[src/shared/pid_pkg.sv]
// Package: opcodes, field positions and decode types for the privileged decoder
`default_nettype none
package pid_pkg;
  localparam int OPC_HI = 31;
  localparam int OPC_LO = 26;
  localparam int FA_HI = 25;
  localparam int FA_LO = 21;
  localparam int FB_HI = 20;
  localparam int FB_LO = 16;
  localparam int TYPE_HI = 15;
  localparam int TYPE_LO = 13;
  localparam int SIZE_BIT = 12;
  localparam int OFS12_HI = 11;
  localparam int HINT_HI = 15;
  localparam int HINT_LO = 14;
  localparam int STALL_BIT = 13;
  localparam int OFS13_HI = 12;
  localparam int IDX_HI = 15;
  localparam int IDX_LO = 8;
  localparam int MASK_HI = 7;
  localparam int FWMODE_BIT = 0;
  localparam int SCBD_W = 8;
  localparam int IMB_LOW_SCBD = 4;

  localparam logic [5:0] OPC_CALL = 6'h00;
  localparam logic [5:0] OPC_LOAD = 6'h1b;
  localparam logic [5:0] OPC_STORE = 6'h1f;
  localparam logic [5:0] OPC_RET = 6'h1e;
  localparam logic [5:0] OPC_RDREG = 6'h19;
  localparam logic [5:0] OPC_WRREG = 6'h1d;

  localparam logic [25:0] FN_HALT = 26'h0000000;
  localparam logic [25:0] FN_DRAIN = 26'h0000002;
  localparam logic [25:0] FN_IMB = 26'h0000086;

  localparam logic [4:0] REG_ZERO = 5'h1f;

  localparam logic [2:0] LD_PHYS = 3'h0;
  localparam logic [2:0] LD_PHYS_LOCK = 3'h1;
  localparam logic [2:0] VIRTUAL_PAGE_ENTRY_FETCH = 3'h2;
  localparam logic [2:0] LD_VIRT = 3'h4;
  localparam logic [2:0] LD_VIRT_WCHK = 3'h5;
  localparam logic [2:0] LD_VIRT_ALT = 3'h6;
  localparam logic [2:0] LD_VIRT_WCHK_ALT = 3'h7;
  localparam logic [2:0] ST_PHYS = 3'h0;
  localparam logic [2:0] ST_PHYS_COND = 3'h1;
  localparam logic [2:0] ST_VIRT = 3'h2;
  localparam logic [2:0] ST_VIRT_ALT = 3'h6;

  localparam logic [1:0] HINT_JMP = 2'h0;
  localparam logic [1:0] HINT_CALL = 2'h1;
  localparam logic [1:0] HINT_POP = 2'h2;
  localparam logic [1:0] HINT_POPPUSH = 2'h3;

  typedef enum logic [3:0] {
    PID_OP_NONE, PID_OP_HALT, PID_OP_DRAIN, PID_OP_IMB, PID_OP_CALL_OTHER,
    PID_OP_LOAD, PID_OP_STORE, PID_OP_RET, PID_OP_RDREG, PID_OP_WRREG, PID_OP_TRAP
  } pid_op_e;
endpackage : pid_pkg
`default_nettype wire

[src/shared/pid_if.sv]
// Interface between fetch-side issuer and privileged decoder
`default_nettype none
interface pid_if;
  logic        instr_valid;
  logic [31:0] instr;
  logic [63:0] pc;
  logic [63:0] regb_value;
  logic        firmware_mode;
  logic        kernel_mode;
  logic        kernel_priv_instr_enable;
  logic [1:0]  alternate_translation_mode;
  logic [1:0]  current_mode;
  logic        retire;
  logic        abort;
  logic        stall_fetch;
  logic        dec_valid;
  logic [3:0]  dec_op;
  logic        reserved_opcode_trap;
  modport device (
    input  instr_valid, instr, pc, regb_value, firmware_mode, kernel_mode,
           kernel_priv_instr_enable, alternate_translation_mode, current_mode, retire, abort,
    output stall_fetch, dec_valid, dec_op, reserved_opcode_trap
  );
  modport host (
    output instr_valid, instr, pc, regb_value, firmware_mode, kernel_mode,
           kernel_priv_instr_enable, alternate_translation_mode, current_mode, retire, abort,
    input  stall_fetch, dec_valid, dec_op, reserved_opcode_trap
  );
endinterface : pid_if
`default_nettype wire

[src/hdl/pid_scoreboard.sv]
// Eight-bit internal register scoreboard gating issue-queue entry
`default_nettype none
module pid_scoreboard #(
  parameter int W = pid_pkg::SCBD_W
) (
  input  wire logic         i_clk_sys,
  input  wire logic         i_resetn,
  input  wire logic         i_enter_req,
  input  wire logic [W-1:0] i_mask,
  input  wire logic         i_issue,
  input  wire logic         i_retire,
  input  wire logic [W-1:0] i_clear_mask,
  output logic              o_stall,
  output logic [W-1:0]      o_bits
);
  logic [W-1:0] bits_q;
  assign o_bits = bits_q;
  assign o_stall = i_enter_req && |(bits_q & i_mask); // [RQ22]

  // Low half clears on issue, upper half on retire or abort
  for (genvar k = 0; k < W; k++)
  begin : g_bit
    logic clr_ev;
    assign clr_ev = i_clear_mask[k] && ((k < pid_pkg::IMB_LOW_SCBD) ? i_issue : i_retire);
    always_ff @(posedge i_clk_sys or negedge i_resetn)
    begin
      if (!i_resetn)
        bits_q[k] <= 1'b0;
      else if (i_enter_req && !o_stall && i_mask[k])
        bits_q[k] <= 1'b1; // [RQ22]
      else if (clr_ev)
        bits_q[k] <= 1'b0;
    end
  end
endmodule : pid_scoreboard
`default_nettype wire

[src/hdl/pid_decoder.sv]
// Device end: privileged instruction decode, privilege check, return control
`default_nettype none
// Summary of operation
// RQ1: Decode halt, drain aborts, memory barrier calls
// RQ2: Opcodes 1B 1F 1E 19 1D are privileged
// RQ3: Trap privileged opcodes outside firmware mode
// RQ4: Kernel enable bit allows them in kernel
// RQ5: Privileged load/store never raise alignment traps
// RQ6: Load fields: reg, base, type, size, offset
// RQ7: Load types physical, lock, page fetch, virtual
// RQ8: Write-check types check read/write faults
// RQ9: Alternate types use alternate translation mode
// RQ10: Store types physical, conditional, virtual, alternate
// RQ11: Return target from register, bit0 sets mode
// RQ12: Hint bits drive prediction stack push/pop
// RQ13: Firmware returns use pop hint
// RQ14: Retire-only returns use no-push hint
// RQ15: Stall bit forces mispredict and holds fetch
// RQ16: Stall kills and refetches issued younger instructions
// RQ17: Thirteen-bit signed longword offset for prediction
// RQ18: Return first register field is register 31
// RQ19: Register read/write move internal register values
// RQ20: Low byte selects scoreboard bits
// RQ21: Unused register field is register 31
// RQ22: Stall entry until selected bits clear, then set
// RQ23: Undefined store types decode as unused
module pid_decoder (
  input  wire logic        i_clk_sys,
  input  wire logic        i_resetn,
  pid_if.device            bus,
  input  wire logic        i_issue,
  output logic [4:0]       o_first_reg,
  output logic [4:0]       o_second_reg,
  output logic [2:0]       o_access_type,
  output logic             o_access_size_bit,
  output logic [63:0]      o_offset,
  output logic             o_physical,
  output logic             o_lock,
  output logic             o_page_entry_fetch,
  output logic             o_write_check,
  output logic [1:0]       o_check_mode,
  output logic             o_store_unused,
  output logic             o_align_trap_disable,
  output logic [7:0]       o_ipr_index,
  output logic [7:0]       o_scoreboard_select_field,
  output logic             o_ret_valid,
  output logic [63:0]      o_ret_target,
  output logic             o_new_firmware_mode,
  output logic [63:0]      o_predicted_target,
  output logic             o_stack_push,
  output logic             o_stack_pop,
  output logic             o_force_mispredict,
  output logic             o_kill_younger
);
  logic [31:0] ins;
  logic [5:0]  opc;
  logic [2:0]  typ;
  logic        priv_opc;
  logic        allowed;
  logic        stall_enter;
  logic        is_scbd;
  logic        sb_stall;
  logic        offer;
  logic        ret_hold_q;
  logic [7:0]  sb_clr_q;
  pid_pkg::pid_op_e op_d;

  assign ins = bus.instr;
  assign opc = ins[pid_pkg::OPC_HI:pid_pkg::OPC_LO];
  assign typ = ins[pid_pkg::TYPE_HI:pid_pkg::TYPE_LO];
  assign priv_opc = (opc == pid_pkg::OPC_LOAD) || (opc == pid_pkg::OPC_STORE) ||
                    (opc == pid_pkg::OPC_RET) || (opc == pid_pkg::OPC_RDREG) ||
                    (opc == pid_pkg::OPC_WRREG); // [RQ2]
  assign allowed = bus.firmware_mode ||
                   (bus.kernel_mode && bus.kernel_priv_instr_enable); // [RQ3] [RQ4]
  assign is_scbd = (opc == pid_pkg::OPC_RDREG) || (opc == pid_pkg::OPC_WRREG);
  // Word stays on the bus the cycle after it is taken; never take it twice
  assign offer = bus.instr_valid && !bus.dec_valid;

  always_comb
  begin
    op_d = pid_pkg::PID_OP_NONE;
    if (priv_opc && !allowed)
      op_d = pid_pkg::PID_OP_TRAP; // [RQ3]
    else
    begin
      unique case (opc)
        pid_pkg::OPC_CALL:
          unique case (ins[25:0])
            pid_pkg::FN_HALT:  op_d = pid_pkg::PID_OP_HALT;  // [RQ1]
            pid_pkg::FN_DRAIN: op_d = pid_pkg::PID_OP_DRAIN; // [RQ1]
            pid_pkg::FN_IMB:   op_d = pid_pkg::PID_OP_IMB;   // [RQ1]
            default:           op_d = pid_pkg::PID_OP_CALL_OTHER;
          endcase
        pid_pkg::OPC_LOAD:  op_d = pid_pkg::PID_OP_LOAD;
        pid_pkg::OPC_STORE: op_d = pid_pkg::PID_OP_STORE;
        pid_pkg::OPC_RET:   op_d = pid_pkg::PID_OP_RET;
        pid_pkg::OPC_RDREG: op_d = pid_pkg::PID_OP_RDREG;
        pid_pkg::OPC_WRREG: op_d = pid_pkg::PID_OP_WRREG;
        default:            op_d = pid_pkg::PID_OP_NONE;
      endcase
      // Halt and drain are privileged calls; barrier is not
      if ((op_d == pid_pkg::PID_OP_HALT || op_d == pid_pkg::PID_OP_DRAIN) && !allowed)
        op_d = pid_pkg::PID_OP_TRAP; // [RQ1]
    end
  end

  // Scoreboard entry gate for internal register moves
  pid_scoreboard #(.W(pid_pkg::SCBD_W)) u_sb (
    .i_clk_sys   (i_clk_sys),
    .i_resetn    (i_resetn),
    .i_enter_req (offer && is_scbd && allowed && !ret_hold_q),
    .i_mask      (ins[pid_pkg::MASK_HI:0]), // [RQ20]
    .i_issue     (i_issue),
    .i_retire    (bus.retire || bus.abort),
    .i_clear_mask(sb_clr_q),
    .o_stall     (sb_stall),
    .o_bits      ()
  );

  assign stall_enter = offer && !sb_stall && !ret_hold_q;

  // Remember which bits the last accepted register read or write set, for clearing
  always_ff @(posedge i_clk_sys or negedge i_resetn)
  begin
    if (!i_resetn)
      sb_clr_q <= '0;
    else if (stall_enter && is_scbd && allowed)
      sb_clr_q <= ins[pid_pkg::MASK_HI:0];
  end

  // Fetch hold from stalled return until retire or abort
  always_ff @(posedge i_clk_sys or negedge i_resetn)
  begin
    if (!i_resetn)
      ret_hold_q <= 1'b0;
    else if (bus.retire || bus.abort)
      ret_hold_q <= 1'b0;
    else if (stall_enter && op_d == pid_pkg::PID_OP_RET && ins[pid_pkg::STALL_BIT])
      ret_hold_q <= 1'b1; // [RQ15]
  end

  always_ff @(posedge i_clk_sys or negedge i_resetn)
  begin
    if (!i_resetn)
    begin
      bus.stall_fetch <= 1'b0;
      bus.dec_valid <= 1'b0;
      bus.dec_op <= 4'h0;
      bus.reserved_opcode_trap <= 1'b0;
    end
    else
    begin
      bus.stall_fetch <= (bus.instr_valid && sb_stall) ||
                         (ret_hold_q && !(bus.retire || bus.abort)) ||
                         (stall_enter && op_d == pid_pkg::PID_OP_RET &&
                          ins[pid_pkg::STALL_BIT]); // [RQ15] [RQ22]
      bus.dec_valid <= stall_enter;
      bus.dec_op <= op_d;
      bus.reserved_opcode_trap <= stall_enter && op_d == pid_pkg::PID_OP_TRAP; // [RQ3]
    end
  end

  // Field extraction, registered once per accepted instruction
  always_ff @(posedge i_clk_sys or negedge i_resetn)
  begin
    if (!i_resetn)
    begin
      o_first_reg <= 5'h00;
      o_second_reg <= 5'h00;
      o_access_type <= 3'h0;
      o_access_size_bit <= 1'b0;
      o_offset <= 64'h0;
      o_physical <= 1'b0;
      o_lock <= 1'b0;
      o_page_entry_fetch <= 1'b0;
      o_write_check <= 1'b0;
      o_check_mode <= 2'h0;
      o_store_unused <= 1'b0;
      o_align_trap_disable <= 1'b0;
      o_ipr_index <= 8'h00;
      o_scoreboard_select_field <= 8'h00;
    end
    else if (stall_enter)
    begin
      o_first_reg <= ins[pid_pkg::FA_HI:pid_pkg::FA_LO]; // [RQ6] [RQ10] [RQ19]
      o_second_reg <= ins[pid_pkg::FB_HI:pid_pkg::FB_LO]; // [RQ6] [RQ19]
      o_access_type <= typ;
      o_access_size_bit <= ins[pid_pkg::SIZE_BIT]; // [RQ6]
      o_offset <= {{52{ins[pid_pkg::OFS12_HI]}}, ins[pid_pkg::OFS12_HI:0]}; // [RQ6]
      o_ipr_index <= ins[pid_pkg::IDX_HI:pid_pkg::IDX_LO]; // [RQ19]
      o_scoreboard_select_field <= ins[pid_pkg::MASK_HI:0]; // [RQ20]
      o_align_trap_disable <= (op_d == pid_pkg::PID_OP_LOAD) ||
                              (op_d == pid_pkg::PID_OP_STORE); // [RQ5]
      o_check_mode <= bus.current_mode;
      o_physical <= 1'b0;
      o_lock <= 1'b0;
      o_page_entry_fetch <= 1'b0;
      o_write_check <= 1'b0;
      o_store_unused <= 1'b0;
      if (op_d == pid_pkg::PID_OP_LOAD)
      begin
        o_physical <= (typ == pid_pkg::LD_PHYS) || (typ == pid_pkg::LD_PHYS_LOCK); // [RQ7]
        o_lock <= (typ == pid_pkg::LD_PHYS_LOCK); // [RQ7]
        o_page_entry_fetch <= (typ == pid_pkg::VIRTUAL_PAGE_ENTRY_FETCH); // [RQ7]
        o_write_check <= (typ == pid_pkg::LD_VIRT_WCHK) ||
                         (typ == pid_pkg::LD_VIRT_WCHK_ALT); // [RQ8]
        if (typ == pid_pkg::LD_VIRT_ALT || typ == pid_pkg::LD_VIRT_WCHK_ALT)
          o_check_mode <= bus.alternate_translation_mode; // [RQ9]
      end
      else if (op_d == pid_pkg::PID_OP_STORE)
      begin
        o_physical <= (typ == pid_pkg::ST_PHYS) || (typ == pid_pkg::ST_PHYS_COND); // [RQ10]
        o_lock <= (typ == pid_pkg::ST_PHYS_COND); // [RQ10]
        o_store_unused <= !(typ == pid_pkg::ST_PHYS || typ == pid_pkg::ST_PHYS_COND ||
                            typ == pid_pkg::ST_VIRT || typ == pid_pkg::ST_VIRT_ALT); // [RQ23]
        if (typ == pid_pkg::ST_VIRT_ALT)
          o_check_mode <= bus.alternate_translation_mode; // [RQ9]
      end
    end
  end

  // Return control: target, mode, stack action, mispredict
  always_ff @(posedge i_clk_sys or negedge i_resetn)
  begin
    if (!i_resetn)
    begin
      o_ret_valid <= 1'b0;
      o_ret_target <= 64'h0;
      o_new_firmware_mode <= 1'b0;
      o_predicted_target <= 64'h0;
      o_stack_push <= 1'b0;
      o_stack_pop <= 1'b0;
      o_force_mispredict <= 1'b0;
      o_kill_younger <= 1'b0;
    end
    else
    begin
      o_ret_valid <= stall_enter && op_d == pid_pkg::PID_OP_RET;
      o_stack_push <= 1'b0;
      o_stack_pop <= 1'b0;
      o_force_mispredict <= 1'b0;
      o_kill_younger <= 1'b0;
      if (stall_enter && op_d == pid_pkg::PID_OP_RET)
      begin
        o_ret_target <= {bus.regb_value[63:1], 1'b0}; // [RQ11]
        o_new_firmware_mode <= bus.regb_value[pid_pkg::FWMODE_BIT]; // [RQ11]
        o_predicted_target <= bus.pc + {{49{ins[pid_pkg::OFS13_HI]}},
                              ins[pid_pkg::OFS13_HI:0], 2'b00}; // [RQ17]
        unique case (ins[pid_pkg::HINT_HI:pid_pkg::HINT_LO])
          pid_pkg::HINT_JMP:     ;
          pid_pkg::HINT_CALL:    o_stack_push <= 1'b1; // [RQ12]
          pid_pkg::HINT_POP:     o_stack_pop <= 1'b1; // [RQ12] [RQ13]
          pid_pkg::HINT_POPPUSH:
          begin
            o_stack_pop <= 1'b1; // [RQ12]
            o_stack_push <= 1'b1;
          end
        endcase
        o_force_mispredict <= ins[pid_pkg::STALL_BIT]; // [RQ15]
        o_kill_younger <= ins[pid_pkg::STALL_BIT]; // [RQ16]
      end
    end
  end
endmodule : pid_decoder
`default_nettype wire

[src/flat_wrapper.sv]
// flat-port wrapper written by rule: the top's interface ports become plain ports
module pid_decoder_flat 
  (i_clk_sys, i_resetn, i_issue, o_first_reg, o_second_reg, o_access_type, o_access_size_bit, o_offset, o_physical, o_lock, o_page_entry_fetch, o_write_check, o_check_mode, o_store_unused, o_align_trap_disable, o_ipr_index, o_scoreboard_select_field, o_ret_valid, o_ret_target, o_new_firmware_mode, o_predicted_target, o_stack_push, o_stack_pop, o_force_mispredict, o_kill_younger, bus_instr_valid, bus_instr, bus_pc, bus_regb_value, bus_firmware_mode, bus_kernel_mode, bus_kernel_priv_instr_enable, bus_alternate_translation_mode, bus_current_mode, bus_retire, bus_abort, bus_stall_fetch, bus_dec_valid, bus_dec_op, bus_reserved_opcode_trap);
  pid_if bus_i ();
  input  wire logic i_clk_sys;
  input  wire logic i_resetn;
  input  wire logic i_issue;
  output logic [4:0] o_first_reg;
  output logic [4:0] o_second_reg;
  output logic [2:0] o_access_type;
  output logic o_access_size_bit;
  output logic [63:0] o_offset;
  output logic o_physical;
  output logic o_lock;
  output logic o_page_entry_fetch;
  output logic o_write_check;
  output logic [1:0] o_check_mode;
  output logic o_store_unused;
  output logic o_align_trap_disable;
  output logic [7:0] o_ipr_index;
  output logic [7:0] o_scoreboard_select_field;
  output logic o_ret_valid;
  output logic [63:0] o_ret_target;
  output logic o_new_firmware_mode;
  output logic [63:0] o_predicted_target;
  output logic o_stack_push;
  output logic o_stack_pop;
  output logic o_force_mispredict;
  output logic o_kill_younger;
  input wire logic [$bits(bus_i.instr_valid)-1:0] bus_instr_valid;
  input wire logic [$bits(bus_i.instr)-1:0] bus_instr;
  input wire logic [$bits(bus_i.pc)-1:0] bus_pc;
  input wire logic [$bits(bus_i.regb_value)-1:0] bus_regb_value;
  input wire logic [$bits(bus_i.firmware_mode)-1:0] bus_firmware_mode;
  input wire logic [$bits(bus_i.kernel_mode)-1:0] bus_kernel_mode;
  input wire logic [$bits(bus_i.kernel_priv_instr_enable)-1:0] bus_kernel_priv_instr_enable;
  input wire logic [$bits(bus_i.alternate_translation_mode)-1:0] bus_alternate_translation_mode;
  input wire logic [$bits(bus_i.current_mode)-1:0] bus_current_mode;
  input wire logic [$bits(bus_i.retire)-1:0] bus_retire;
  input wire logic [$bits(bus_i.abort)-1:0] bus_abort;
  output wire logic [$bits(bus_i.stall_fetch)-1:0] bus_stall_fetch;
  output wire logic [$bits(bus_i.dec_valid)-1:0] bus_dec_valid;
  output wire logic [$bits(bus_i.dec_op)-1:0] bus_dec_op;
  output wire logic [$bits(bus_i.reserved_opcode_trap)-1:0] bus_reserved_opcode_trap;
  assign bus_i.instr_valid = bus_instr_valid;
  assign bus_i.instr = bus_instr;
  assign bus_i.pc = bus_pc;
  assign bus_i.regb_value = bus_regb_value;
  assign bus_i.firmware_mode = bus_firmware_mode;
  assign bus_i.kernel_mode = bus_kernel_mode;
  assign bus_i.kernel_priv_instr_enable = bus_kernel_priv_instr_enable;
  assign bus_i.alternate_translation_mode = bus_alternate_translation_mode;
  assign bus_i.current_mode = bus_current_mode;
  assign bus_i.retire = bus_retire;
  assign bus_i.abort = bus_abort;
  assign bus_stall_fetch = bus_i.stall_fetch;
  assign bus_dec_valid = bus_i.dec_valid;
  assign bus_dec_op = bus_i.dec_op;
  assign bus_reserved_opcode_trap = bus_i.reserved_opcode_trap;
  pid_decoder u_core (.i_clk_sys(i_clk_sys), .i_resetn(i_resetn), .bus(bus_i), .i_issue(i_issue), .o_first_reg(o_first_reg), .o_second_reg(o_second_reg), .o_access_type(o_access_type), .o_access_size_bit(o_access_size_bit), .o_offset(o_offset), .o_physical(o_physical), .o_lock(o_lock), .o_page_entry_fetch(o_page_entry_fetch), .o_write_check(o_write_check), .o_check_mode(o_check_mode), .o_store_unused(o_store_unused), .o_align_trap_disable(o_align_trap_disable), .o_ipr_index(o_ipr_index), .o_scoreboard_select_field(o_scoreboard_select_field), .o_ret_valid(o_ret_valid), .o_ret_target(o_ret_target), .o_new_firmware_mode(o_new_firmware_mode), .o_predicted_target(o_predicted_target), .o_stack_push(o_stack_push), .o_stack_pop(o_stack_pop), .o_force_mispredict(o_force_mispredict), .o_kill_younger(o_kill_younger));
endmodule
[config.mk]
export PLATFORM = sky130hd
export DESIGN_NAME = pid_decoder_flat
export DESIGN_NICKNAME = d
export VERILOG_FILES = /design/src/shared/pid_pkg.sv /design/src/shared/pid_if.sv /design/src/hdl/pid_scoreboard.sv /design/src/hdl/pid_decoder.sv /design/src/flat_wrapper.sv
export SDC_FILE = /design/constraint.sdc
export NUM_CORES = 1
export LEC_CHECK = 0
export ABC_CLOCK_PERIOD_IN_PS = 3500
export CORE_AREA = 5 5 159 161
export DETAILED_ROUTE_END_ITERATION = 6
export DIE_AREA = 0 0 164 166
export DONT_BUFFER_PORTS = 1
export GPL_TIMING_DRIVEN = 0
export PLACE_DENSITY = 0.63
export SLEW_MARGIN = 20
export SYNTH_ARGS = -nofsm -noshare
export SYNTH_HDL_FRONTEND = slang
export SYNTH_HIERARCHICAL = 1
export SYNTH_SLANG_ARGS = --single-unit
[constraint.sdc]
create_clock -name i_clk_sys -period 3.5 [get_ports i_clk_sys]
set_input_delay 0.175 -clock i_clk_sys [delete_from_list [all_inputs] [get_ports i_clk_sys]]
set_output_delay 0.175 -clock i_clk_sys [all_outputs]
set_load 0.02 [all_outputs]
==> summary.md, run 1 <==
| Metric | Value |
|---|---|
| Endpoint of the worst-slack reg-to-reg timing path | `u_core/o_ret_target[29]$_DFFE_PN0P_` |
| Dpl cells | `1,660` |
| Top flop regs | `u_core/o_predicted_target: 64 flops, u_core/o_ret_target: 63 flops, u_core/o_offset: 11 flops` |
| Synthesis Warnings | `6` |
| Post-synth ARST share | `100%` |
| Syn Nets | `1,571` |
| # hold bufs at CTS | `105` |
| Die Span Y | `166 µm` |
| Drt pass-1 iters | `5` |
| CTS H-tree lvls | `4` |
| Die area | `27,200 µm²` |
| Hold Slack | `-0.586 ns` |
| Most frequent cells in the layout | `nand2_1 (437), dfrtp_1 (189), dlygate4sd3_1 (105), o21ai_0 (104), buf_4 (71)` |
| Number of global-route vias before repair | `9,542` |
| Relative slew slack | `33.3%` |
| Worst min-delay path class | `in2async` |
| CTS tree | `built` |
| Worst Clk Skew | `0.0181 ns` |
| Top post-synthesis cells by area | `dfrtp_1 (42%), nand2_1 (15%), ha_1 (6.7%)` |
| Kind of critical path | `reg2reg` |
| Clk root buf | `clkbuf_16` |
| Pint | `3.78 mW` |
| Iteration-0 DRC Markers | `837` |
| Drt wl/cell | `20.8 µm` |
| Top delay family on crit path | `simple AND/OR/NAND/NOR gates` |
| Share of the synthesized area in the top cell type | `42.0%` |
| Final setup violation count | `0` |
| Period minus WS final | `3.31 ns` |
| Worst skew pair latency | `0.44 ns` |
| IO buf count | `0` |
| Max Buffers Root-to-Sink | `2` |
| Sequential element share of the synthesized area | `42.0%` |
| Leak Pwr | `6.55 nW` |
| Final setup slack of the worst path | `0.191 ns` |
| Initial antenna violation count | `1` |
| Cells after synthesis | `1,336` |
| Synth unique cells | `81` |
| Top_reg_cell synth | `dfrtp_1` |
| Levels on crit path | `14` |
| FF+latch count, synth | `190` |
| Power per cell area | `419 nW/µm²` |
| # Max-Cap Violations | `0` |
| CTS Buf Count | `17` |
| Synthesized area | `11,300 µm²` |
| Most used cell, CP | `nand2_1` |
| Status | `finished with violations` |
| Setup TNS | `0 ns` |
| Grt total ovfl | `0` |
| Crit path max fanout | `10` |
| Global Route Usage Sum | `26.5%` |
| Crit path buffers/inverters | `5` |
| Commonest non-fill, non-tap cell in the layout | `nand2_1` |
| Seq pwr share | `42.6%` |
| R2r startpoint | `u_core/bus.dec_valid$_DFF_PN0_` |
| Core Area | `23,800 µm²` |
| Area grow syn2layout | `18.6%` |
| Max-slew violations | `0` |
| Peak VDD IR | `0.000217 V` |
| CP Data Arrival Time | `3.69 ns` |
| Fin crit share | `94.5%` |
| Layout cells sized above 1 | `11.3%` |
| DRT Wirelength | `37.3 mm` |
| Antenna-violating nets left | `0` |
| Worst-margin pin slew | `0.992 ns` |
| # DRC | `0` |
| CP startpoint kind | `flop` |
| Failing checks | `hold timing` |
| # rows | `57` |
| R2R Setup Slk | `0.19 ns` |
| Vias | `10,000` |
| Initial core utilization | `47.5%` |
| First-pass GRT wire length | `57.0 mm` |
| WP data required | `3.88 ns` |
| R2R cell count | `14` |
| Final Hold Fails | `190` |
| Worst-path cell chain | `nor2_1 > nand2_1 > nor3_1 > clkbuf_2 > o21a_1 > or2_2 > clkbuf_1 > nor2_1 > nand3b_4 > inv_2 > clkbuf_2 > buf_2 > nand2_1 > nand2_1` |
| Number of sinks on the clock net | `190` |
| NumNets Final | `1,695` |
| IO Count | `416` |
| RSZ-0062 raised after global routing | `no` |
| Biggest register | `u_core/o_predicted_target` |
| P_sw | `1.84 mW` |
| Average via count per standard cell | `5.57` |
| GP Congestion | `0.881` |
| Combinational power share | `21.8%` |
| Core Util, Final | `56.3%` |
| Die X | `164 µm` |
| Finished Layout Cells | `1,798` |
| Worst path max stage delay | `0.53 ns` |
| Fmax | `302 MHz` |
| CP endpoint kind | `flop` |
| Worst slack, placed | `-0.354 ns` |
| DP Wirelength | `26.9 mm` |
| Synth area leader | `dfrtp_1` |
| Post-CTS Repair Setup Buffers | `0` |
| Reg clk slew, reported paths | `0.09 ns` |
| Slowest CP cell | `dfrtp_1` |
| Post-Syn Area per Cell | `8.47 µm²` |
| Switch share | `32.8%` |
| Max FFs per register | `64` |
| Largest net degree at the start of global routing | `191` |
| Clock share of power | `35.6%` |
| Count of flip-flops with a built-in enable after synthesis | `0` |
## cells by family (layout without fill, tap and decap cells)
logic type,after synthesis,in the layout,share of synthesized area (%)
other,1,2,0.0332
flip-flops,190,190,42.0
adder cells (fa/ha/maj),62,62,6.92
AO/OA/AOI/OAI,287,287,15.9
multiplexers,14,14,1.35
buffers and inverters,140,277,7.58
XOR/XNOR,60,60,4.65
AND/OR/NAND/NOR,582,582,21.5
## how the worst max path moves through the flow
stage                              startpoint                                   endpoint  slack, ns
6_report       u_core/bus.dec_valid$_DFF_PN0_        u_core/o_ret_target[29]$_DFFE_PN0P_       0.19
4_1_cts                          bus_instr[1]  u_core/o_predicted_target[52]$_DFFE_PN0P_      0.009
3_5_place_dp                    bus_instr[30]   u_core/o_predicted_target[8]$_DFFE_PN0P_      -0.35
3_3_place_gp   u_core/bus.dec_valid$_DFF_PN0_   u_core/o_predicted_target[8]$_DFFE_PN0P_      -0.31
5_1_grt        u_core/bus.dec_valid$_DFF_PN0_        u_core/o_ret_target[34]$_DFFE_PN0P_      0.009
2_1_floorplan                    bus_instr[0]  u_core/o_predicted_target[42]$_DFFE_PN0P_       0.87
## per-stage QoR
step                total power [mW]  instance area (µm²)  hold slack [ns]
floorplan                       3.35                11300           -0.121
global placement                3.53                11700           -0.116
detailed placement              3.54                11700           -0.115
CTS                             5.66                13400           -0.599
global route                    5.88                13400           -0.609
finish                          5.62                13400           -0.586
## cell type report
cell class / count / area [µm²]
multi-input cells: 1006 / 5720
clock inverters: 15 / 178
diodes: 1 / 2.50
well taps: 324 / 405
repair buffers: 105 / 1050
inverters: 20 / 78.8
fillers: 2141 / 10400
flip-flops and latches: 190 / 4760
plain buffers: 120 / 801
clock buffers: 17 / 425
## cell usage after synthesis (all sizes together), types with 13 or more instances
| master | number |
|---|---|
| o31ai | 13 |
| ha | 61 |
| nand2 | 439 |
| xnor2 | 31 |
| clkbuf | 35 |
| a21oi | 67 |
| dfrtp | 190 |
| nor3 | 19 |
| buf | 82 |
| o21bai | 13 |
| xor2 | 29 |
| inv | 19 |
| a21o | 20 |
| o21ai | 108 |
| nand3 | 15 |
| nor2 | 46 |
## power by group through the flow
stage	combinational (mW)	clock [mW]	sequential, mW
final	1.22	2.00	2.39
after CTS	1.22	2.05	2.40
after detailed placement	1.10	0	2.44
after global routing	1.33	2.14	2.41
after global placement	1.10	0	2.43
after floorplan	0.932	0	2.42
## what timing repair did
item,CTS,global route
gates cloned,0,0
endpoints found under the setup margin,103,106
endpoints found under the hold margin,310,190
resized for setup,5,22
## layer usage
metal | share of wire, % | vias up | global-route usage, %
met3 | 8.7 | 86 | 7.17
met2 | 48 | 429 | 43.9
li1 | - | 4746 | -
met4 | 3.7 | 0 | 10.2
met5 | 0 | - | 0
met1 | 40 | 4746 | 32.9
Power figures use the tool's default switching activity.
==> run 2, diff against run 1 <==
CELL_PAD_IN_SITES_DETAIL_PLACEMENT = 0   (was not set)
CELL_PAD_IN_SITES_GLOBAL_PLACEMENT = 1   (was not set)
CORE_AREA = not set   (was 5 5 159 161)
CORE_MARGIN = 5   (was not set)
CORE_UTILIZATION = 46   (was not set)
DIE_AREA = not set   (was 0 0 164 166)
PLACE_DENSITY = 0.8   (was 0.63)
==> summary.md, run 2 (synthesis gave the netlist of run 1 again) <==
| Metric | Value |
|---|---|
| Status | `finished with violations (unchanged)` |
| ANT cells | `0 (was 1)` |
| Reg area | `4760 µm² (unchanged)` |
| Final Hold Fails | `190 (unchanged)` |
| Core Area | `24,200 µm² (was 23,800 µm²)` |
| Pint | `3.85 mW (was 3.78 mW)` |
| Seq pwr share | `41.7% (was 42.6%)` |
| Largest net degree at the start of global routing | `191 (unchanged)` |
| Switch share | `32.4% (was 32.8%)` |
| Peak VDD IR | `0.000227 V (was 0.000217 V)` |
| Top delay family on crit path | `simple AND/OR/NAND/NOR gates (unchanged)` |
| Fmax | `311 MHz (was 302 MHz)` |
| Worst-path cell chain | `nor2_1 > nand2_1 > nor3_1 > clkbuf_2 > o21a_1 > or2_2 > nor2_1 > nand3b_4 > clkinvlp_4 > clkbuf_4 > buf_2 > and2_1 (was nor2_1 > nand2_1 > nor3_1 > clkbuf_2 > o21a_1 > or2_2 > clkbuf_1 > nor2_1 > nand3b_4 > inv_2 > clkbuf_2 > buf_2 > nand2_1 > nand2_1)` |
| Die X | `167 µm (was 164 µm)` |
| Fillers | `2,235 (was 2,141)` |
| Fin crit share | `91.8% (was 94.5%)` |
| Period minus WS final | `3.21 ns (was 3.31 ns)` |
| Most frequent cells in the layout | `nand2_1 (437), dfrtp_1 (189), dlygate4sd3_1 (106), o21ai_0 (105), buf_4 (71) (was nand2_1 (437), dfrtp_1 (189), dlygate4sd3_1 (105), o21ai_0 (104), buf_4 (71))` |
| Area occupied by multi-input gates | `5720 µm² (about the same)` |
| Die area | `27,800 µm² (was 27,200 µm²)` |
| # Max-Cap Violations | `0 (unchanged)` |
| Worst skew pair latency | `0.44 ns (about the same)` |
| Layout cells sized above 1 | `11.3% (about the same)` |
| CTS Buf Count | `17 (unchanged)` |
| Clk root buf | `clkbuf_16 (unchanged)` |
| Worst-margin pin slew | `0.714 ns (was 0.992 ns)` |
| Reg clk slew, reported paths | `0.08 ns (was 0.09 ns)` |
| First-pass GRT wire length | `57.7 mm (was 57.0 mm)` |
| Area grow syn2layout | `19.1% (was 18.6%)` |
| Global Route Usage Sum | `26.0% (was 26.5%)` |
| DP Wirelength | `27.7 mm (was 26.9 mm)` |
| Kind of critical path | `reg2reg (unchanged)` |
| GP Congestion | `0.901 (was 0.881)` |
| Vias | `9,931 (was 10,000)` |
| WP data required | `3.87 ns (was 3.88 ns)` |
| Grt total ovfl | `0 (unchanged)` |
| Core Util, Final | `55.6% (was 56.3%)` |
| Commonest non-fill, non-tap cell in the layout | `nand2_1 (unchanged)` |
| Combinational power share | `22.0% (was 21.8%)` |
| IO Count | `416 (unchanged)` |
| Crit path max fanout | `10 (unchanged)` |
| Top flop regs | `u_core/o_predicted_target: 64 flops, u_core/o_ret_target: 63 flops, u_core/o_offset: 11 flops (unchanged)` |
| Worst min-delay path class | `in2async (unchanged)` |
| Leak Pwr | `6.57 nW (was 6.55 nW)` |
| CP startpoint kind | `flop (unchanged)` |
| Final setup violation count | `0 (unchanged)` |
| Worst path max stage delay | `0.54 ns (was 0.53 ns)` |
| IO buf count | `0 (unchanged)` |
| Number of global-route vias before repair | `9,704 (was 9,542)` |
| Max-slew violations | `0 (unchanged)` |
| Hold Slack | `-0.583 ns (was -0.586 ns)` |
| Drt wl/cell | `20.9 µm (was 20.8 µm)` |
| # hold bufs at CTS | `106 (was 105)` |
| # DRC | `0 (unchanged)` |
| Max Buffers Root-to-Sink | `2 (unchanged)` |
| Initial antenna violation count | `0 (was 1)` |
| Worst Clk Skew | `0.0214 ns (was 0.0181 ns)` |
| Average via count per standard cell | `5.52 (was 5.57)` |
| Total power | `5.70 mW (was 5.62 mW)` |
| Biggest register | `u_core/o_predicted_target (unchanged)` |
| Drt pass-1 iters | `5 (unchanged)` |
| Die Span Y | `167 µm (was 166 µm)` |
| Iteration-0 DRC Markers | `689 (was 837)` |
| Max FFs per register | `64 (unchanged)` |
| # rows | `57 (unchanged)` |
| NumNets Final | `1,696 (was 1,695)` |
| CTS tree | `built (unchanged)` |
| RSZ-0062 raised after global routing | `no (unchanged)` |
| Slowest CP cell | `dfrtp_1 (unchanged)` |
| Failing checks | `hold timing (unchanged)` |
| Clock share of power | `36.4% (was 35.6%)` |
| DRT Wirelength | `37.7 mm (was 37.3 mm)` |
| CP endpoint kind | `flop (unchanged)` |
| R2R Setup Slk | `0.29 ns (was 0.19 ns)` |
| Power per cell area | `423 nW/µm² (was 419 nW/µm²)` |
| Crit path buffers/inverters | `4 (was 5)` |
| P_sw | `1.85 mW (was 1.84 mW)` |
| Most used cell, CP | `nor2_1 (was nand2_1)` |
| Antenna-violating nets left | `0 (unchanged)` |
| Setup TNS | `0 ns (unchanged)` |
| Initial core utilization | `46.6% (was 47.5%)` |
| Number of sinks on the clock net | `190 (unchanged)` |
| Relative slew slack | `52.4% (was 33.3%)` |
| CTS H-tree lvls | `4 (unchanged)` |
| CP Data Arrival Time | `3.59 ns (was 3.69 ns)` |
-- run 2: cell types whose count changed in the layout (fill, tap and decap cells not counted), moves of 2 or more --
| cell | before | now |
|---|---|---|
| clkinv_8 | 3 | 5 |
| clkbuf_1 | 21 | 19 |
| a211oi_1 | 8 | 10 |
| inv_6 | 3 | 1 |
| a211oi_2 | 3 | 1 |
-- run 2: stage by stage --
step           setup WS, ns  instances  instance area, µm²  hold slack [ns]
2_1_floorplan         0.874       1336               11300           -0.121
3_3_place_gp         -0.314       1660               11700           -0.116
3_5_place_dp         -0.353       1661               11700           -0.116
4_1_cts             0.00113       1799               13400           -0.592
5_1_grt              0.0653       1798               13500           -0.604
6_report              0.288       1798               13500           -0.583
-- run 2: cell type report --
cell class | instances | share of cell area, %
clock buffers | 17 | 3.16
inverters | 20 | 0.613
flip-flops and latches | 190 | 35.3
well taps | 324 | 3.01
repair buffers | 107 | 8.02
clock inverters | 15 | 1.56
plain buffers | 119 | 5.92
multi-input cells | 1006 | 42.4
-- run 2: path summary, 6_finish.rpt --
| kind | from | endpoint | cells after the start |
|---|---|---|---|
| worst min-delay path | i_resetn | u_core/o_ret_target[33]$_DFFE_PN0P_ | 0 |
| max in group asynchronous | i_resetn | u_core/o_predicted_target[20]$_DFFE_PN0P_ | 0 |
| worst min register to register | u_core/u_sb/o_bits[5]$_DFFE_PN0P_ | u_core/u_sb/o_bits[5]$_DFFE_PN0P_ | 2 |
| min in group i_clk_sys | bus_instr[1] | u_core/o_offset[1]$_DFFE_PN0P_ | 2 |
| worst max-delay path | u_core/bus.dec_valid$_DFF_PN0_ | u_core/o_stack_pop$_DFF_PN0_ | 12 |
| worst max register to register | u_core/bus.dec_valid$_DFF_PN0_ | u_core/o_stack_pop$_DFF_PN0_ | 12 |
-- run 2: timing repair --
item,CTS,global route
gates resized for setup,6,19
hold endpoints to repair,310,190
setup buffers,0,0
endpoints found under the setup margin,105,125
-- run 2: layer usage --
| metal | vias up | global-route usage [%] | routed length (µm) |
|---|---|---|---|
| met3 | 69 | 6.64 | 2750 |
| met5 | - | 0 | 0 |
| li1 | 4733 | - | - |
| met2 | 397 | 42.7 | 18000 |
| met4 | 0 | 10.6 | 1390 |
| met1 | 4732 | 32.7 | 15500 |
-- run 2: power groups by stage --
stage	combinational, mW	sequential (mW)	clock (mW)
final	1.25	2.38	2.07
after global routing	1.37	2.39	2.22
after detailed placement	1.13	2.42	0
after floorplan	0.932	2.42	0
after CTS	1.25	2.38	2.12
after global placement	1.10	2.43	0
